--- src/hw/pam_defines.svh ---
// constants of the alarm monitor
`ifndef PAM_DEFINES_SVH
`define PAM_DEFINES_SVH
// ===========================================================================
// register byte offsets
`define PAM_OFF_CTRL 8'h00
`define PAM_OFF_LO 8'h04
`define PAM_OFF_HI 8'h08
`define PAM_OFF_HYST 8'h0C
`define PAM_OFF_SP 8'h10
`define PAM_OFF_OLTIME 8'h14
`define PAM_OFF_OLDEV 8'h18
`define PAM_OFF_LOCK 8'h1C
`define PAM_OFF_CMD 8'h20
`define PAM_OFF_STAT 8'h24
`define PAM_OFF_CUR 8'h28
`define PAM_OFF_FAULT 8'h2C
// ===========================================================================
// control register bit positions
`define PAM_CTRL_LATCH 0
`define PAM_CTRL_SIL 1
`define PAM_CTRL_BLOCK 2
`define PAM_CTRL_DEV 3
`define PAM_CTRL_OLEN 4
`define PAM_CTRL_CURSRC 5
`define PAM_CTRL_PWD 6
`define PAM_CTRL_KLVL 7
`define PAM_CTRL_FN_LO 8
`define PAM_CTRL_FN_HI 9
`define PAM_CTRL_PROF 10
// lock register fields: read lock [2:0], write lock [6:4], lock level [10:8]
`define PAM_LOCK_RD_LO 0
`define PAM_LOCK_WR_LO 4
`define PAM_LOCK_LV_LO 8
// command register bits, write one to act
`define PAM_CMD_CLEAR 0
`define PAM_CMD_SILENCE 1
`define PAM_CMD_RESTART 2
// ===========================================================================
// reset values
`define PAM_CTRL_RST 16'h0000
`define PAM_HYST_RST 16'h0001
`define PAM_HI_RST 16'h7FFF
`define PAM_LO_RST 16'h8000
`define PAM_OLTIME_RST 16'h0064
`define PAM_OLDEV_RST 16'h000A
`define PAM_RDLOCK_RST 3'h5
`define PAM_WRLOCK_RST 3'h5
`define PAM_LVL_RST 3'h1
// ===========================================================================
// limits and timing
`define PAM_CUR_MIN 16'h00C8
`define PAM_PWR_FULL 8'h64
`define PAM_LOCK_MAX 3'h5
`define PAM_CLK_HZ 50000000
`define PAM_DISP_MS 500
`endif

--- src/hw/pam_pkg.sv ---
// shared types of the alarm monitor
package pam_pkg;
  // ===========================================================================
  // apb request bundle from the bus master
  typedef struct packed {
    logic psel;
    logic penable;
    logic pwrite;
    logic [7:0] paddr;
    logic [31:0] pwdata;
  } pam_apb_req_t;
  // open-loop supervisor states
  typedef enum logic {OL_IDLE, OL_WATCH} pam_ol_state_t;
  // load current fault codes
  typedef enum logic [1:0] {FLT_NONE, FLT_OPEN, FLT_SHORT} pam_fault_t;
endpackage : pam_pkg

--- src/hw/pam_thresh.sv ---
// threshold window with hysteresis zone
`timescale 1ns/100ps
module pam_thresh (
  input wire logic [15:0] value_i,  // signed sample
  input wire logic [15:0] low_i,    // signed low threshold
  input wire logic [15:0] high_i,   // signed high threshold
  input wire logic [15:0] hyst_i,   // hysteresis width
  input wire logic low_en_i,        // low side evaluated
  output logic low_hit_o,           // at or below low
  output logic high_hit_o,          // at or above high
  output logic beyond_o,            // either threshold reached
  output logic normal_o             // back inside beyond the zone
);
  // ===========================================================================
  // compare in 17 bits so threshold +/- hysteresis cannot wrap for hysteresis up to 16'h8000
  logic signed [16:0] v;
  logic signed [16:0] lo_h;
  logic signed [16:0] hi_h;
  assign v = {value_i[15], value_i};
  assign lo_h = {low_i[15], low_i} + {1'b0, hyst_i};
  assign hi_h = {high_i[15], high_i} - {1'b0, hyst_i};
  // reaching a threshold counts as alarm
  assign high_hit_o = v >= signed'({high_i[15], high_i});
  assign low_hit_o = low_en_i & (v <= signed'({low_i[15], low_i}));
  assign beyond_o = high_hit_o | low_hit_o;
  // a disabled low side never holds the condition
  assign normal_o = (v < hi_h) & (~low_en_i | (v > lo_h));
endmodule : pam_thresh

--- src/hw/pam_top.sv ---
// process alarm and fault monitor with apb register file
// Behaviour
// alarm state entered when value reaches high or low threshold
// condition ends only once value is back past the hysteresis zone
// latching keeps alarm after condition ends until user clear
// without latching alarm clears itself when condition ends
// silence request, if enabled, drops alarm output while state persists
// silenced output re-arms only after value returns beyond hysteresis
// blocking suppresses alarm until value first enters normal range
// deviation blocking re-blocks on set point change until normal
// current-source low alarm only evaluated at or above 2 mA
// shorted load: zero power demand while current flows
// open load: nonzero power demand with no current
// live current readable, last current and heater faults held
// open-loop watch starts timer once output reaches 100 percent
// timer expiry without deviation raises open-loop error
// open-loop error turns control off and shows indication
// value moving the wrong way gives reversed-loop indication
// active message alternates display, clear and silence responses
// key level toggles per press from a configurable power-up level; code loads bit 7 one cycle after reset, before any write, so it starts low
// low power-up level with profile function starts profile at once
// key function instance selects one of four profiles
// read lock 1 to 5, write lock 0 to 5, higher grants more
// password security restricts access by lock level 1 to 5
// deviation thresholds are set point plus offsets
// process alarms use absolute thresholds
// conditions evaluated per sample strobe, state cleared on reset
//
// Our own choices: the APB register port and the register addresses.
`timescale 1ns/100ps
`include "pam_defines.svh"
module pam_top #(
  parameter int DISP_CYC = (`PAM_CLK_HZ / 1000) * `PAM_DISP_MS
) (
  input wire logic clock_i,                   // 50 MHz clock
  input wire logic rst_i,                     // synchronous reset, high
  input wire logic ce_i,                      // clock enable, freezes all
  input wire pam_pkg::pam_apb_req_t apb_i,    // apb request
  output logic [31:0] prdata_o,               // apb read data
  output logic pready_o,                      // apb ready
  output logic pslverr_o,                     // apb error, unmapped
  input wire logic sample_valid_i,            // new sample strobe
  input wire logic [15:0] process_value_i,    // signed process value
  input wire logic [15:0] load_current_i,     // load current, 10 uA units
  input wire logic [7:0] power_demand_i,      // power demand, percent
  input wire logic key_pin_i,                 // programmable key, async
  output logic alarm_o,                       // alarm output
  output logic alarm_state_o,                 // alarm state
  output logic control_on_o,                  // control mode on
  output logic open_loop_o,                   // open-loop indication
  output logic reversed_loop_o,               // reversed-loop indication
  output logic load_current_fault_o,          // live current fault
  output logic display_alt_o,                 // show message, else value
  output logic key_level_o,                   // current key level
  output logic profile_run_o,                 // selected profile running
  output logic [1:0] key_function_select_o,   // profile instance
  output logic password_enable_o,             // password security on
  output logic [2:0] read_lock_o,             // read lock level
  output logic [2:0] write_lock_level_o,      // write lock level
  output logic [2:0] access_level_o           // effective access level
);
  // ===========================================================================
  // registers
  logic [15:0] ctrl_r, lo_r, hi_r, hyst_r, sp_r, oltime_r, oldev_r;
  logic [2:0] rlock_r, wlock_r, lvl_r;
  logic [31:0] prdata_r, rd_nxt;
  logic err_r, hit_nxt, setup, wr, wr_cmd, smp;
  // alarm state
  logic alarm_r, cond_r, armed_r, silenced_r, clr_pend_r, sil_pend_r, blocked, beyond, normal;
  // faults and current
  logic [15:0] cur_r;
  logic lcf_r, cur_det;
  logic [1:0] cur_code_r, htr_code_r;
  pam_pkg::pam_fault_t fault_now;
  // open loop
  pam_pkg::pam_ol_state_t ol_state_r;
  logic [15:0] ol_cnt_r, ol_base_r;
  logic ol_err_r, rev_err_r, ctl_on_r;
  logic signed [16:0] rise;
  // display and key
  logic [31:0] disp_cnt_r;
  logic [2:0] ksh_r;
  logic disp_r, msg, key_r, init_r;
  // thresholds
  logic [15:0] thr_lo, thr_hi;
  logic pv_beyond, pv_normal, cur_beyond, cur_normal, cur_lo_hit, cur_hi_hit;

  // ===========================================================================
  // apb slave: decode in setup, answer in the first access cycle
  assign setup = apb_i.psel & ~apb_i.penable;
  assign wr = ce_i & apb_i.psel & apb_i.penable & apb_i.pwrite;
  assign wr_cmd = wr & (apb_i.paddr == `PAM_OFF_CMD);
  assign smp = ce_i & sample_valid_i;
  // ready follows the enable so a frozen block holds the master
  assign pready_o = ce_i;
  assign pslverr_o = apb_i.psel & apb_i.penable & err_r;
  assign prdata_o = prdata_r;

  // clamp a lock field into its legal range
  function automatic logic [2:0] clamp(input logic [2:0] v, input logic [2:0] lo);
    clamp = (v < lo) ? lo : ((v > `PAM_LOCK_MAX) ? `PAM_LOCK_MAX : v);
  endfunction : clamp

  // read multiplexer, unmapped reads return zero
  always_comb
  begin
    rd_nxt = 32'h0000_0000;
    hit_nxt = 1'b1;
    case (apb_i.paddr)
      `PAM_OFF_CTRL: rd_nxt = {16'h0000, ctrl_r};
      `PAM_OFF_LO: rd_nxt = {16'h0000, lo_r};
      `PAM_OFF_HI: rd_nxt = {16'h0000, hi_r};
      `PAM_OFF_HYST: rd_nxt = {16'h0000, hyst_r};
      `PAM_OFF_SP: rd_nxt = {16'h0000, sp_r};
      `PAM_OFF_OLTIME: rd_nxt = {16'h0000, oltime_r};
      `PAM_OFF_OLDEV: rd_nxt = {16'h0000, oldev_r};
      `PAM_OFF_LOCK: rd_nxt = {21'h000000, lvl_r, 1'b0, wlock_r, 1'b0, rlock_r};
      `PAM_OFF_CMD: rd_nxt = 32'h0000_0000;
      `PAM_OFF_STAT: rd_nxt = {21'h000000, disp_r, key_r, ctl_on_r, rev_err_r,
                               ol_err_r, lcf_r, blocked, silenced_r, cond_r,
                               alarm_o, alarm_r};
      `PAM_OFF_CUR: rd_nxt = {16'h0000, cur_r};
      `PAM_OFF_FAULT: rd_nxt = {26'h0000000, htr_code_r, 2'h0, cur_code_r};
      default: hit_nxt = 1'b0;
    endcase
  end

  // read data and error latched at the setup cycle
  always_ff @(posedge clock_i)
  begin
    if (rst_i)
    begin
      prdata_r <= 32'h0000_0000;
      err_r <= 1'b0;
    end
    else if (ce_i && setup)
    begin
      prdata_r <= apb_i.pwrite ? 32'h0000_0000 : rd_nxt;
      err_r <= ~hit_nxt;
    end
  end

  // configuration writes
  always_ff @(posedge clock_i)
  begin
    if (rst_i)
    begin
      ctrl_r <= `PAM_CTRL_RST;
      lo_r <= `PAM_LO_RST;
      hi_r <= `PAM_HI_RST;
      hyst_r <= `PAM_HYST_RST;
      sp_r <= 16'h0000;
      oltime_r <= `PAM_OLTIME_RST;
      oldev_r <= `PAM_OLDEV_RST;
      rlock_r <= `PAM_RDLOCK_RST;
      wlock_r <= `PAM_WRLOCK_RST;
      lvl_r <= `PAM_LVL_RST;
    end
    else if (wr)
    begin
      case (apb_i.paddr)
        `PAM_OFF_CTRL: ctrl_r <= apb_i.pwdata[15:0];
        `PAM_OFF_LO: lo_r <= apb_i.pwdata[15:0];
        `PAM_OFF_HI: hi_r <= apb_i.pwdata[15:0];
        `PAM_OFF_HYST: hyst_r <= apb_i.pwdata[15:0];
        `PAM_OFF_SP: sp_r <= apb_i.pwdata[15:0];
        `PAM_OFF_OLTIME: oltime_r <= apb_i.pwdata[15:0];
        `PAM_OFF_OLDEV: oldev_r <= apb_i.pwdata[15:0];
        `PAM_OFF_LOCK:
        begin
          rlock_r <= clamp(apb_i.pwdata[`PAM_LOCK_RD_LO +: 3], 3'h1);
          wlock_r <= clamp(apb_i.pwdata[`PAM_LOCK_WR_LO +: 3], 3'h0);
          lvl_r <= clamp(apb_i.pwdata[`PAM_LOCK_LV_LO +: 3], 3'h1);
        end
        default: ;
      endcase
    end
  end

  // ===========================================================================
  // thresholds: offsets from the set point or absolute values
  assign thr_lo = ctrl_r[`PAM_CTRL_DEV] ? 16'(sp_r + lo_r) : lo_r;
  assign thr_hi = ctrl_r[`PAM_CTRL_DEV] ? 16'(sp_r + hi_r) : hi_r;
  assign cur_det = load_current_i >= `PAM_CUR_MIN;

  // process value window
  pam_thresh u_pv (
    .value_i(process_value_i),
    .low_i(thr_lo),
    .high_i(thr_hi),
    .hyst_i(hyst_r),
    .low_en_i(1'b1),
    .low_hit_o(),
    .high_hit_o(),
    .beyond_o(pv_beyond),
    .normal_o(pv_normal)
  );

  // current window, low side only with current flowing
  pam_thresh u_cur (
    .value_i(load_current_i),
    .low_i(lo_r),
    .high_i(hi_r),
    .hyst_i(hyst_r),
    .low_en_i(cur_det),
    .low_hit_o(cur_lo_hit),
    .high_hit_o(cur_hi_hit),
    .beyond_o(cur_beyond),
    .normal_o(cur_normal)
  );

  assign beyond = ctrl_r[`PAM_CTRL_CURSRC] ? cur_beyond : pv_beyond;
  assign normal = ctrl_r[`PAM_CTRL_CURSRC] ? cur_normal : pv_normal;
  assign blocked = ctrl_r[`PAM_CTRL_BLOCK] & ~armed_r;

  // ===========================================================================
  // operator requests wait for the next sample; a new one wins
  always_ff @(posedge clock_i)
  begin
    if (rst_i)
    begin
      clr_pend_r <= 1'b0;
      sil_pend_r <= 1'b0;
    end
    else
    begin
      if (smp)
      begin
        clr_pend_r <= 1'b0;
        sil_pend_r <= 1'b0;
      end
      if (wr_cmd && apb_i.pwdata[`PAM_CMD_CLEAR])
        clr_pend_r <= 1'b1;
      if (wr_cmd && apb_i.pwdata[`PAM_CMD_SILENCE])
        sil_pend_r <= 1'b1;
    end
  end

  // blocking arm: armed once the value sits in the normal range
  always_ff @(posedge clock_i)
  begin
    if (rst_i)
      armed_r <= 1'b0;
    else if (ce_i)
    begin
      if (smp && normal)
        armed_r <= 1'b1;
      // a set point move re-blocks a deviation alarm
      if (wr && apb_i.paddr == `PAM_OFF_SP && ctrl_r[`PAM_CTRL_DEV])
        armed_r <= 1'b0;
    end
  end

  // condition, alarm state and silence, evaluated per sample
  always_ff @(posedge clock_i)
  begin
    if (rst_i)
    begin
      cond_r <= 1'b0;
      alarm_r <= 1'b0;
      silenced_r <= 1'b0;
    end
    else if (smp)
    begin
      if (beyond)
        cond_r <= 1'b1;
      else if (normal)
        cond_r <= 1'b0;
      if (beyond && !blocked)
        alarm_r <= 1'b1;
      else if (!ctrl_r[`PAM_CTRL_LATCH] && normal)
        alarm_r <= 1'b0;
      else if (ctrl_r[`PAM_CTRL_LATCH] && clr_pend_r && !beyond && (normal || !cond_r))
        alarm_r <= 1'b0;
      if (sil_pend_r && ctrl_r[`PAM_CTRL_SIL] && alarm_r)
        silenced_r <= 1'b1;
      else if (normal)
        silenced_r <= 1'b0;
    end
  end

  assign alarm_state_o = alarm_r;
  assign alarm_o = alarm_r & ~silenced_r;

  // ===========================================================================
  // load current faults from demand versus measured current
  always_comb
  begin
    if (power_demand_i == 8'h00 && cur_det)
      fault_now = pam_pkg::FLT_SHORT;
    else if (power_demand_i != 8'h00 && !cur_det)
      fault_now = pam_pkg::FLT_OPEN;
    else
      fault_now = pam_pkg::FLT_NONE;
  end

  // live reading and most recent fault codes
  always_ff @(posedge clock_i)
  begin
    if (rst_i)
    begin
      cur_r <= 16'h0000;
      lcf_r <= 1'b0;
      cur_code_r <= 2'h0;
      htr_code_r <= 2'h0;
    end
    else if (smp)
    begin
      cur_r <= load_current_i;
      lcf_r <= fault_now != pam_pkg::FLT_NONE;
      if (fault_now != pam_pkg::FLT_NONE)
        cur_code_r <= fault_now;
      if (cur_lo_hit)
        htr_code_r <= 2'h1;
      else if (cur_hi_hit)
        htr_code_r <= 2'h2;
    end
  end

  assign load_current_fault_o = lcf_r;

  // ===========================================================================
  // open-loop supervisor; errors set at a sample win over a restart write
  assign rise = 17'(signed'({process_value_i[15], process_value_i})
                - signed'({ol_base_r[15], ol_base_r}));

  always_ff @(posedge clock_i)
  begin
    if (rst_i)
    begin
      ol_state_r <= pam_pkg::OL_IDLE;
      ol_cnt_r <= 16'h0000;
      ol_base_r <= 16'h0000;
      ol_err_r <= 1'b0;
      rev_err_r <= 1'b0;
      ctl_on_r <= 1'b1;
    end
    else if (ce_i)
    begin
      if (wr_cmd && apb_i.pwdata[`PAM_CMD_RESTART])
      begin
        ol_err_r <= 1'b0;
        rev_err_r <= 1'b0;
        ctl_on_r <= 1'b1;
      end
      if (smp)
      begin
        case (ol_state_r)
          pam_pkg::OL_IDLE:
          begin
            if (ctrl_r[`PAM_CTRL_OLEN] && ctl_on_r && power_demand_i >= `PAM_PWR_FULL)
            begin
              ol_state_r <= pam_pkg::OL_WATCH;
              ol_cnt_r <= 16'h0000;
              ol_base_r <= process_value_i;
            end
          end
          pam_pkg::OL_WATCH:
          begin
            if (!ctrl_r[`PAM_CTRL_OLEN] || power_demand_i < `PAM_PWR_FULL)
              ol_state_r <= pam_pkg::OL_IDLE;
            else if (rise >= signed'({1'b0, oldev_r}))
              ol_state_r <= pam_pkg::OL_IDLE;
            else if (-rise >= signed'({1'b0, oldev_r}))
            begin
              ol_state_r <= pam_pkg::OL_IDLE;
              rev_err_r <= 1'b1;
              ctl_on_r <= 1'b0;
            end
            else if (ol_cnt_r + 16'h0001 >= oltime_r)
            begin
              ol_state_r <= pam_pkg::OL_IDLE;
              ol_err_r <= 1'b1;
              ctl_on_r <= 1'b0;
            end
            else
              ol_cnt_r <= ol_cnt_r + 16'h0001;
          end
          default: ol_state_r <= pam_pkg::OL_IDLE;
        endcase
      end
    end
  end

  assign control_on_o = ctl_on_r;
  assign open_loop_o = ol_err_r;
  assign reversed_loop_o = rev_err_r;

  // ===========================================================================
  // message display alternation
  assign msg = alarm_r | ol_err_r | rev_err_r | lcf_r;

  always_ff @(posedge clock_i)
  begin
    if (rst_i)
    begin
      disp_cnt_r <= 32'h0000_0000;
      disp_r <= 1'b0;
    end
    else if (ce_i)
    begin
      if (!msg)
      begin
        disp_cnt_r <= 32'h0000_0000;
        disp_r <= 1'b0;
      end
      else if (disp_cnt_r >= 32'(DISP_CYC - 1))
      begin
        disp_cnt_r <= 32'h0000_0000;
        disp_r <= ~disp_r;
      end
      else
        disp_cnt_r <= disp_cnt_r + 32'h0000_0001;
    end
  end

  assign display_alt_o = disp_r;

  // ===========================================================================
  // key pin synchroniser; edge taken from the second and third stage only
  always_ff @(posedge clock_i)
  begin
    if (rst_i)
      ksh_r <= 3'h0;
    else if (ce_i)
      ksh_r <= {ksh_r[1:0], key_pin_i};
  end

  // key level: loaded from the power-up setting after reset, then toggled
  always_ff @(posedge clock_i)
  begin
    if (rst_i)
    begin
      key_r <= 1'b0;
      init_r <= 1'b0;
    end
    else if (ce_i)
    begin
      if (!init_r)
      begin
        key_r <= ctrl_r[`PAM_CTRL_KLVL];
        init_r <= 1'b1;
      end
      else if (ksh_r[1] && !ksh_r[2])
        key_r <= ~key_r;
    end
  end

  assign key_level_o = key_r;
  // low level runs the profile, so a low power-up level starts it at once
  assign profile_run_o = init_r & ctrl_r[`PAM_CTRL_PROF] & ~key_r;
  assign key_function_select_o = ctrl_r[`PAM_CTRL_FN_HI:`PAM_CTRL_FN_LO];

  // ===========================================================================
  // lock levels and effective access
  assign password_enable_o = ctrl_r[`PAM_CTRL_PWD];
  assign read_lock_o = rlock_r;
  assign write_lock_level_o = wlock_r;
  assign access_level_o = ctrl_r[`PAM_CTRL_PWD] ? lvl_r : rlock_r;

endmodule : pam_top

--- config.mk ---
export PLATFORM = sky130hd
export DESIGN_NAME = pam_top
export DESIGN_NICKNAME = d
export VERILOG_FILES = /design/src/hw/pam_pkg.sv /design/src/hw/pam_thresh.sv /design/src/hw/pam_top.sv
export VERILOG_INCLUDE_DIRS = /design/src /design/src/hw
export SDC_FILE = /design/constraint.sdc
export NUM_CORES = 1
export LEC_CHECK = 0
export BUFFER_PORTS_ARGS = -buffer_cell sky130_fd_sc_hd__buf_2
export CAP_MARGIN = 20
export CORE_ASPECT_RATIO = 1.2
export CORE_MARGIN = 1.5
export CORE_UTILIZATION = 50
export CTS_CLUSTER_DIAMETER = 60
export DETAILED_ROUTE_END_ITERATION = 12
export PLACE_DENSITY_LB_ADDON = 0.08
export SLEW_MARGIN = 10
export SYNTH_ARGS = -nofsm -noshare
export SYNTH_HDL_FRONTEND = slang
export SYNTH_HIERARCHICAL = 1
export SYNTH_SLANG_ARGS = --single-unit
--- constraint.sdc ---
create_clock -name clock_i -period 14.8 [get_ports clock_i]
set_input_delay 1.48 -clock clock_i [delete_from_list [all_inputs] [get_ports clock_i]]
set_output_delay 1.48 -clock clock_i [all_outputs]
set_load 0.05 [all_outputs]
==> results of run 1 <==
==> critical path, delay by kind of cell (launching register included) <==
kind,cells,cell delay (ns)
AOI/OAI and AO/OA,19,4.15
adders and majority gates,4,1.37
buffers and inverters,3,0.37
DFF,1,0.49
muxes,1,0.32
and+or+nand+nor,4,0.58
==> path summary, 6_finish.rpt <==
kind	slack, ns	cells past startpoint	startpoint	to
hold reg to reg	0.46	2	ctrl_r[13]$_SDFFE_PP0P_	ctrl_r[13]$_SDFFE_PP0P_
hold / removal	0.46	2	ctrl_r[13]$_SDFFE_PP0P_	ctrl_r[13]$_SDFFE_PP0P_
setup / recovery	7.44	31	lo_r[0]$_SDFFE_PP0P_	alarm_state_o$_SDFFE_PP0P_
setup reg to reg	7.44	31	lo_r[0]$_SDFFE_PP0P_	alarm_state_o$_SDFFE_PP0P_
==> area by class of cell <==
class / count / area (um2)
inverters: 211 / 792
fillers: 3928 / 18200
flip-flops and latches: 239 / 4780
clock buffers: 38 / 790
well taps: 539 / 674
diodes: 1 / 2.50
clock inverters: 12 / 119
multi-input cells: 2171 / 14700
repair buffers: 130 / 729
==> flip-flops by register name, indices dropped and copies added (netlist names), 2 cells and up <==
signal              cells
disp_cnt_r             32
prdata_o               16
sp_r                   16
htr_code_r              2
ksh_r                   3
read_lock_o             3
write_lock_level_o      3
hi_r                   16
ol_cnt_r               16
ctrl_r                 16
lo_r                   16
oltime_r               16
lvl_r                   3
cur_code_r              2
oldev_r                16
cur_r                  16
hyst_r                 16
ol_base_r              16
==> through the flow <==
step / hold slack, ns / total power [mW] / cell area (um2) / utilization (%)
2_1_floorplan: 0.436 / 0.782 / 20700 / -
3_3_place_gp: 0.443 / 0.834 / 21600 / 53.0
3_5_place_dp: 0.448 / 0.839 / 21600 / 53.0
4_1_cts: 0.456 / 1.52 / 22500 / 55.2
5_1_grt: 0.472 / 1.57 / 22500 / 55.3
6_report: 0.455 / 1.52 / 22500 / 55.3
==> power groups by stage <==
stage	clock, mW	sequential [mW]	combinational (mW)
floorplan	0	0.664	0.117
CTS	0.697	0.651	0.175
detailed placement	0	0.665	0.174
global route	0.722	0.651	0.196
finish	0.687	0.651	0.178
global placement	0	0.665	0.169
==> routing by layer <==
layer	global-route usage [%]	vias to the layer above	part of all wire [%]
li1	-	9720	-
met1	41.1	9483	43
met2	54.2	771	45
met3	4.58	189	6.7
met4	16.9	0	5.5
met5	0	-	0
==> results.toml, run 1 <==
[outcome]
outcome = "complete, no violations"

[global_routing]
grt.total_usage_pct = 32.6
grt_pass1_wl_um = 108000
grt_pass1_vias = 19100
grt_antenna_before_repair = 0
grt_start_max_net_pins = 96
grt_remaining_overflow = 0

[detailed_routing]
via_count = 20200
routedWlPerCell_um = 21.1
ant_nets = 0
drt_iter0_drc = 1742
remaining_drc_errors = 0
routed_via_density = 6.04
wl_um = 70600
dr.pass1.iters = 6

[final_layout]
layout_common_cells = "434 x nand2_1, 292 x ha_1, 271 x a21oi_1, 239 x dfxtp_1, 211 x inv_1"
area_growth_pct = 9.31
nNetsFinal = 3169
drive_gt1_share_pct = 8.96
stdcell_count = 3341
final_common_cell = "nand2_1"

[timing]
min_period_ns = 7.36
finalMaxSlewViolations = 0
hold_viol = 0
tightest_slew_ns = 1.10
skew_ns = 0.0295
rsz0062_at_grt = "no"
setup_slack_ns = 7.44
post-route-period-util_pct = 49.7
tns_ns = 0
setup_viol = 0
relSlewSlack_pct = 26.4
max_freq_mhz = 136

[power]
netSwitchingPower_mw = 0.414
intPower_mw = 1.10
p_clk_share_pct = 45.3
p_comb_share_pct = 11.8
pwr_density_cell_nw_per_um2 = 67.2
seq_power_share_pct = 42.9
switching_share_pct = 27.3
peakVddDrop_uv = 90.4
leakagePower_nw = 9.48

[floorplanning]
fp.dieW_um = 188
core_area_um2 = 40700
rows = 81
die-area_um2 = 42500
io_pins = 143
start_util_pct = 50.6
dieHeight_um = 225

[clock_tree]
postCtsResizedCells = 0
numClockSinks = 239
cts_buffers = 29
ctsHoldBuffers = 0
htree_levels = 1
cts_root_buffer = "clkbuf_16"
insertion_delay_ns = 0.58
postCtsSetupBuffers = 0
cts_tree = "yes"
clkTransAtPathRegs_ns = 0.06
cts.path.max_buffers = 3

[worst_setup_path]
startpoint_type = "flip-flop"
required_ns = 15.31
crit_slowest_cell = "dfxtp_1"
crit_fanout = 7
crit_arrival_ns = 7.87
timing_worst_setup_path_type = "reg2reg"
critPathCaptureType = "flip-flop"
slowest_delay_ns = 0.49

[placement]
dp_hpwl_um = 53400
io_buffers = 110
place_inst = 3287
gp_routability_congestion = 0.950
dp_slack_ns = 7.65

[flow_run]
maxCapViolations = 0

[synth]
synth_area_um2 = 20600
yosys_warnings = 6
avgSynthCellArea_um2 = 7.61
synth_cells = 2709

[min_path]
hp-class = "reg2reg"
Power figures use the tool's default switching activity.
==> run 2, diff against run 1 <==
==> constraint.sdc (replaced) <==
create_clock -name clock_i -period 6 [get_ports clock_i]
set_input_delay 0.6 -clock clock_i [delete_from_list [all_inputs] [get_ports clock_i]]
set_output_delay 0.6 -clock clock_i [all_outputs]
set_load 0.05 [all_outputs]
==> results.toml, run 2 (synthesis results as in run 1) <==
[power]
intPower_mw = 2.84
p_clk_share_pct = 47.0
leakagePower_nw = 10.3
peakVddDrop_uv = 203
netSwitchingPower_mw = 1.05
p_comb_share_pct = 11.8
switching_share_pct = 27.0
seq_power_share_pct = 41.2
power_mw = 3.89
pwr_density_cell_nw_per_um2 = 162

[floorplanning]
die-area_um2 = 42500
rows = 81
core_area_um2 = 40700
io_pins = 143
dieHeight_um = 225
fp.dieW_um = 188
start_util_pct = 50.6

[timing]
tightest_slew_ns = 1.15
setup_slack_ns = -0.0741
rsz0062_at_grt = "yes"
min_period_ns = 6.07
post-route-period-util_pct = 101
hold_viol = 0
tns_ns = -0.0741
finalMaxSlewViolations = 0
setup_viol = 1
relSlewSlack_pct = 23.3
skew_ns = 0.0245
max_freq_mhz = 165

[placement]
placed_area_um2 = 22500
dp_hpwl_um = 56300
gp_routability_congestion = 0.968
io_buffers = 110

[final_layout]
layout_common_cells = "432 x nand2_1, 286 x ha_1, 263 x a21oi_1, 237 x dfxtp_1, 210 x inv_1"
regMostFlops = "disp_cnt_r"
drive_gt1_share_pct = 15.0
area_growth_pct = 16.2
nNetsFinal = 3307
final_common_cell = "nand2_1"
final_design_area_no_fill_um2 = 24000
largest_reg_flops = 32

[global_routing]
grt_pass1_vias = 20000
grt_pass1_wl_um = 114000
grt_remaining_overflow = 0
grt_antenna_before_repair = 1
grt.total_usage_pct = 34.5
grt_start_max_net_pins = 97

[worst_setup_path]
slowest_delay_ns = 0.44
path_delay_family = "compound AO/OA/AOI/OAI gates"
timing_worst_setup_path_type = "reg2reg"
crit_slowest_cell = "a2111oi_4"
required_ns = 6.43
startpoint_type = "flip-flop"
crit_buf_inv = 1
critPathCaptureType = "flip-flop"
crit_fanout = 4
crit_arrival_ns = 6.51

[detailed_routing]
routedWlPerCell_um = 21.3
ant_nets = 0
wl_um = 74300
drt_iter0_drc = 1781
dr.pass1.iters = 8
via_count = 21100
remaining_drc_errors = 0
routed_via_density = 6.06

[clock_tree]
cts_root_buffer = "clkbuf_16"
clkTransAtPathRegs_ns = 0.06
htree_levels = 1
cts_tree = "yes"
cts_buffers = 29
numClockSinks = 239
cts.path.max_buffers = 3
insertion_delay_ns = 0.59

[outcome]
outcome = "finished with violations"
failed_checks = "negative setup slack"

[flow_run]
maxCapViolations = 0

[min_path]
hp-class = "in2reg"
[run 2: layout make-up]
cell class	count	area (um2)
Clock buffer	40	817
Sequential cell	239	4790
Inverter	211	792
Tap cell	539	674
Timing Repair Buffer	268	1780
Clock inverter	14	178
Fill cell	3856	16800
Antenna cell	1	2.50
Multi-Input combinational cell	2171	14900
[run 2: final timing paths]
kind	from	end	slack [ns]	depth (start not counted)
max reg2reg	lo_r[0]$_SDFFE_PP0P_	alarm_state_o$_SDFFE_PP0P_	-0.07	31
min	key_pin_i	ksh_r[0]$_SDFFE_PP0P_	0.27	3
min reg2reg	ol_base_r[14]$_SDFFE_PP0P_	ol_base_r[14]$_SDFFE_PP0P_	0.45	2
max	lo_r[0]$_SDFFE_PP0P_	alarm_state_o$_SDFFE_PP0P_	-0.07	31
[run 2: what timing repair did]
item	in CTS	in global routing
gates resized for setup	46	28
endpoints found under the setup margin	4	4
cloned	0	0
hold buffers	0	0
setup buffers	16	10
pin swaps	43	43
endpoints found under the hold margin	0	0
[run 2: stage by stage]
stage          hold slack, ns  setup WS [ns]  cells  util [%]
3_5_place_dp            0.446         -0.571   3402      55.2
5_1_grt                 0.279         -0.341   3482      58.8
2_1_floorplan           0.436          0.203   2728         -
4_1_cts                 0.262        -0.0108   3471      58.2
3_3_place_gp            0.443         -0.506   3401      55.1
6_report                0.269        -0.0741   3483      58.8
[run 2: per-layer routing]
metal  part of all wire [%]  routed length (um)  global-route usage, %
met1                     41               30600                   43.4
met2                     45               33400                   57.1
met3                    7.1                5280                   4.08
met4                    6.8                5030                   20.0
met5                      0                   0                      0
[run 2: worst reg2reg max path, delay by kind of cell (launching register included)]
| kind | cells | cell delay [ns] |
|---|---|---|
| fa+ha+maj | 4 | 1.03 |
| compound gates | 16 | 3.09 |
| flops | 1 | 0.36 |
| buf+inv | 1 | 0.03 |
| simple gates | 8 | 0.84 |
| mux | 2 | 0.56 |
[run 2: power groups by stage]
stage          registers [mW]  clock network, mW  logic [mW]
2_1_floorplan            1.64                  0       0.289
3_3_place_gp             1.64                  0       0.431
3_5_place_dp             1.64                  0       0.444
4_1_cts                  1.60               1.84       0.450
5_1_grt                  1.60               1.90       0.504
6_report                 1.60               1.83       0.459
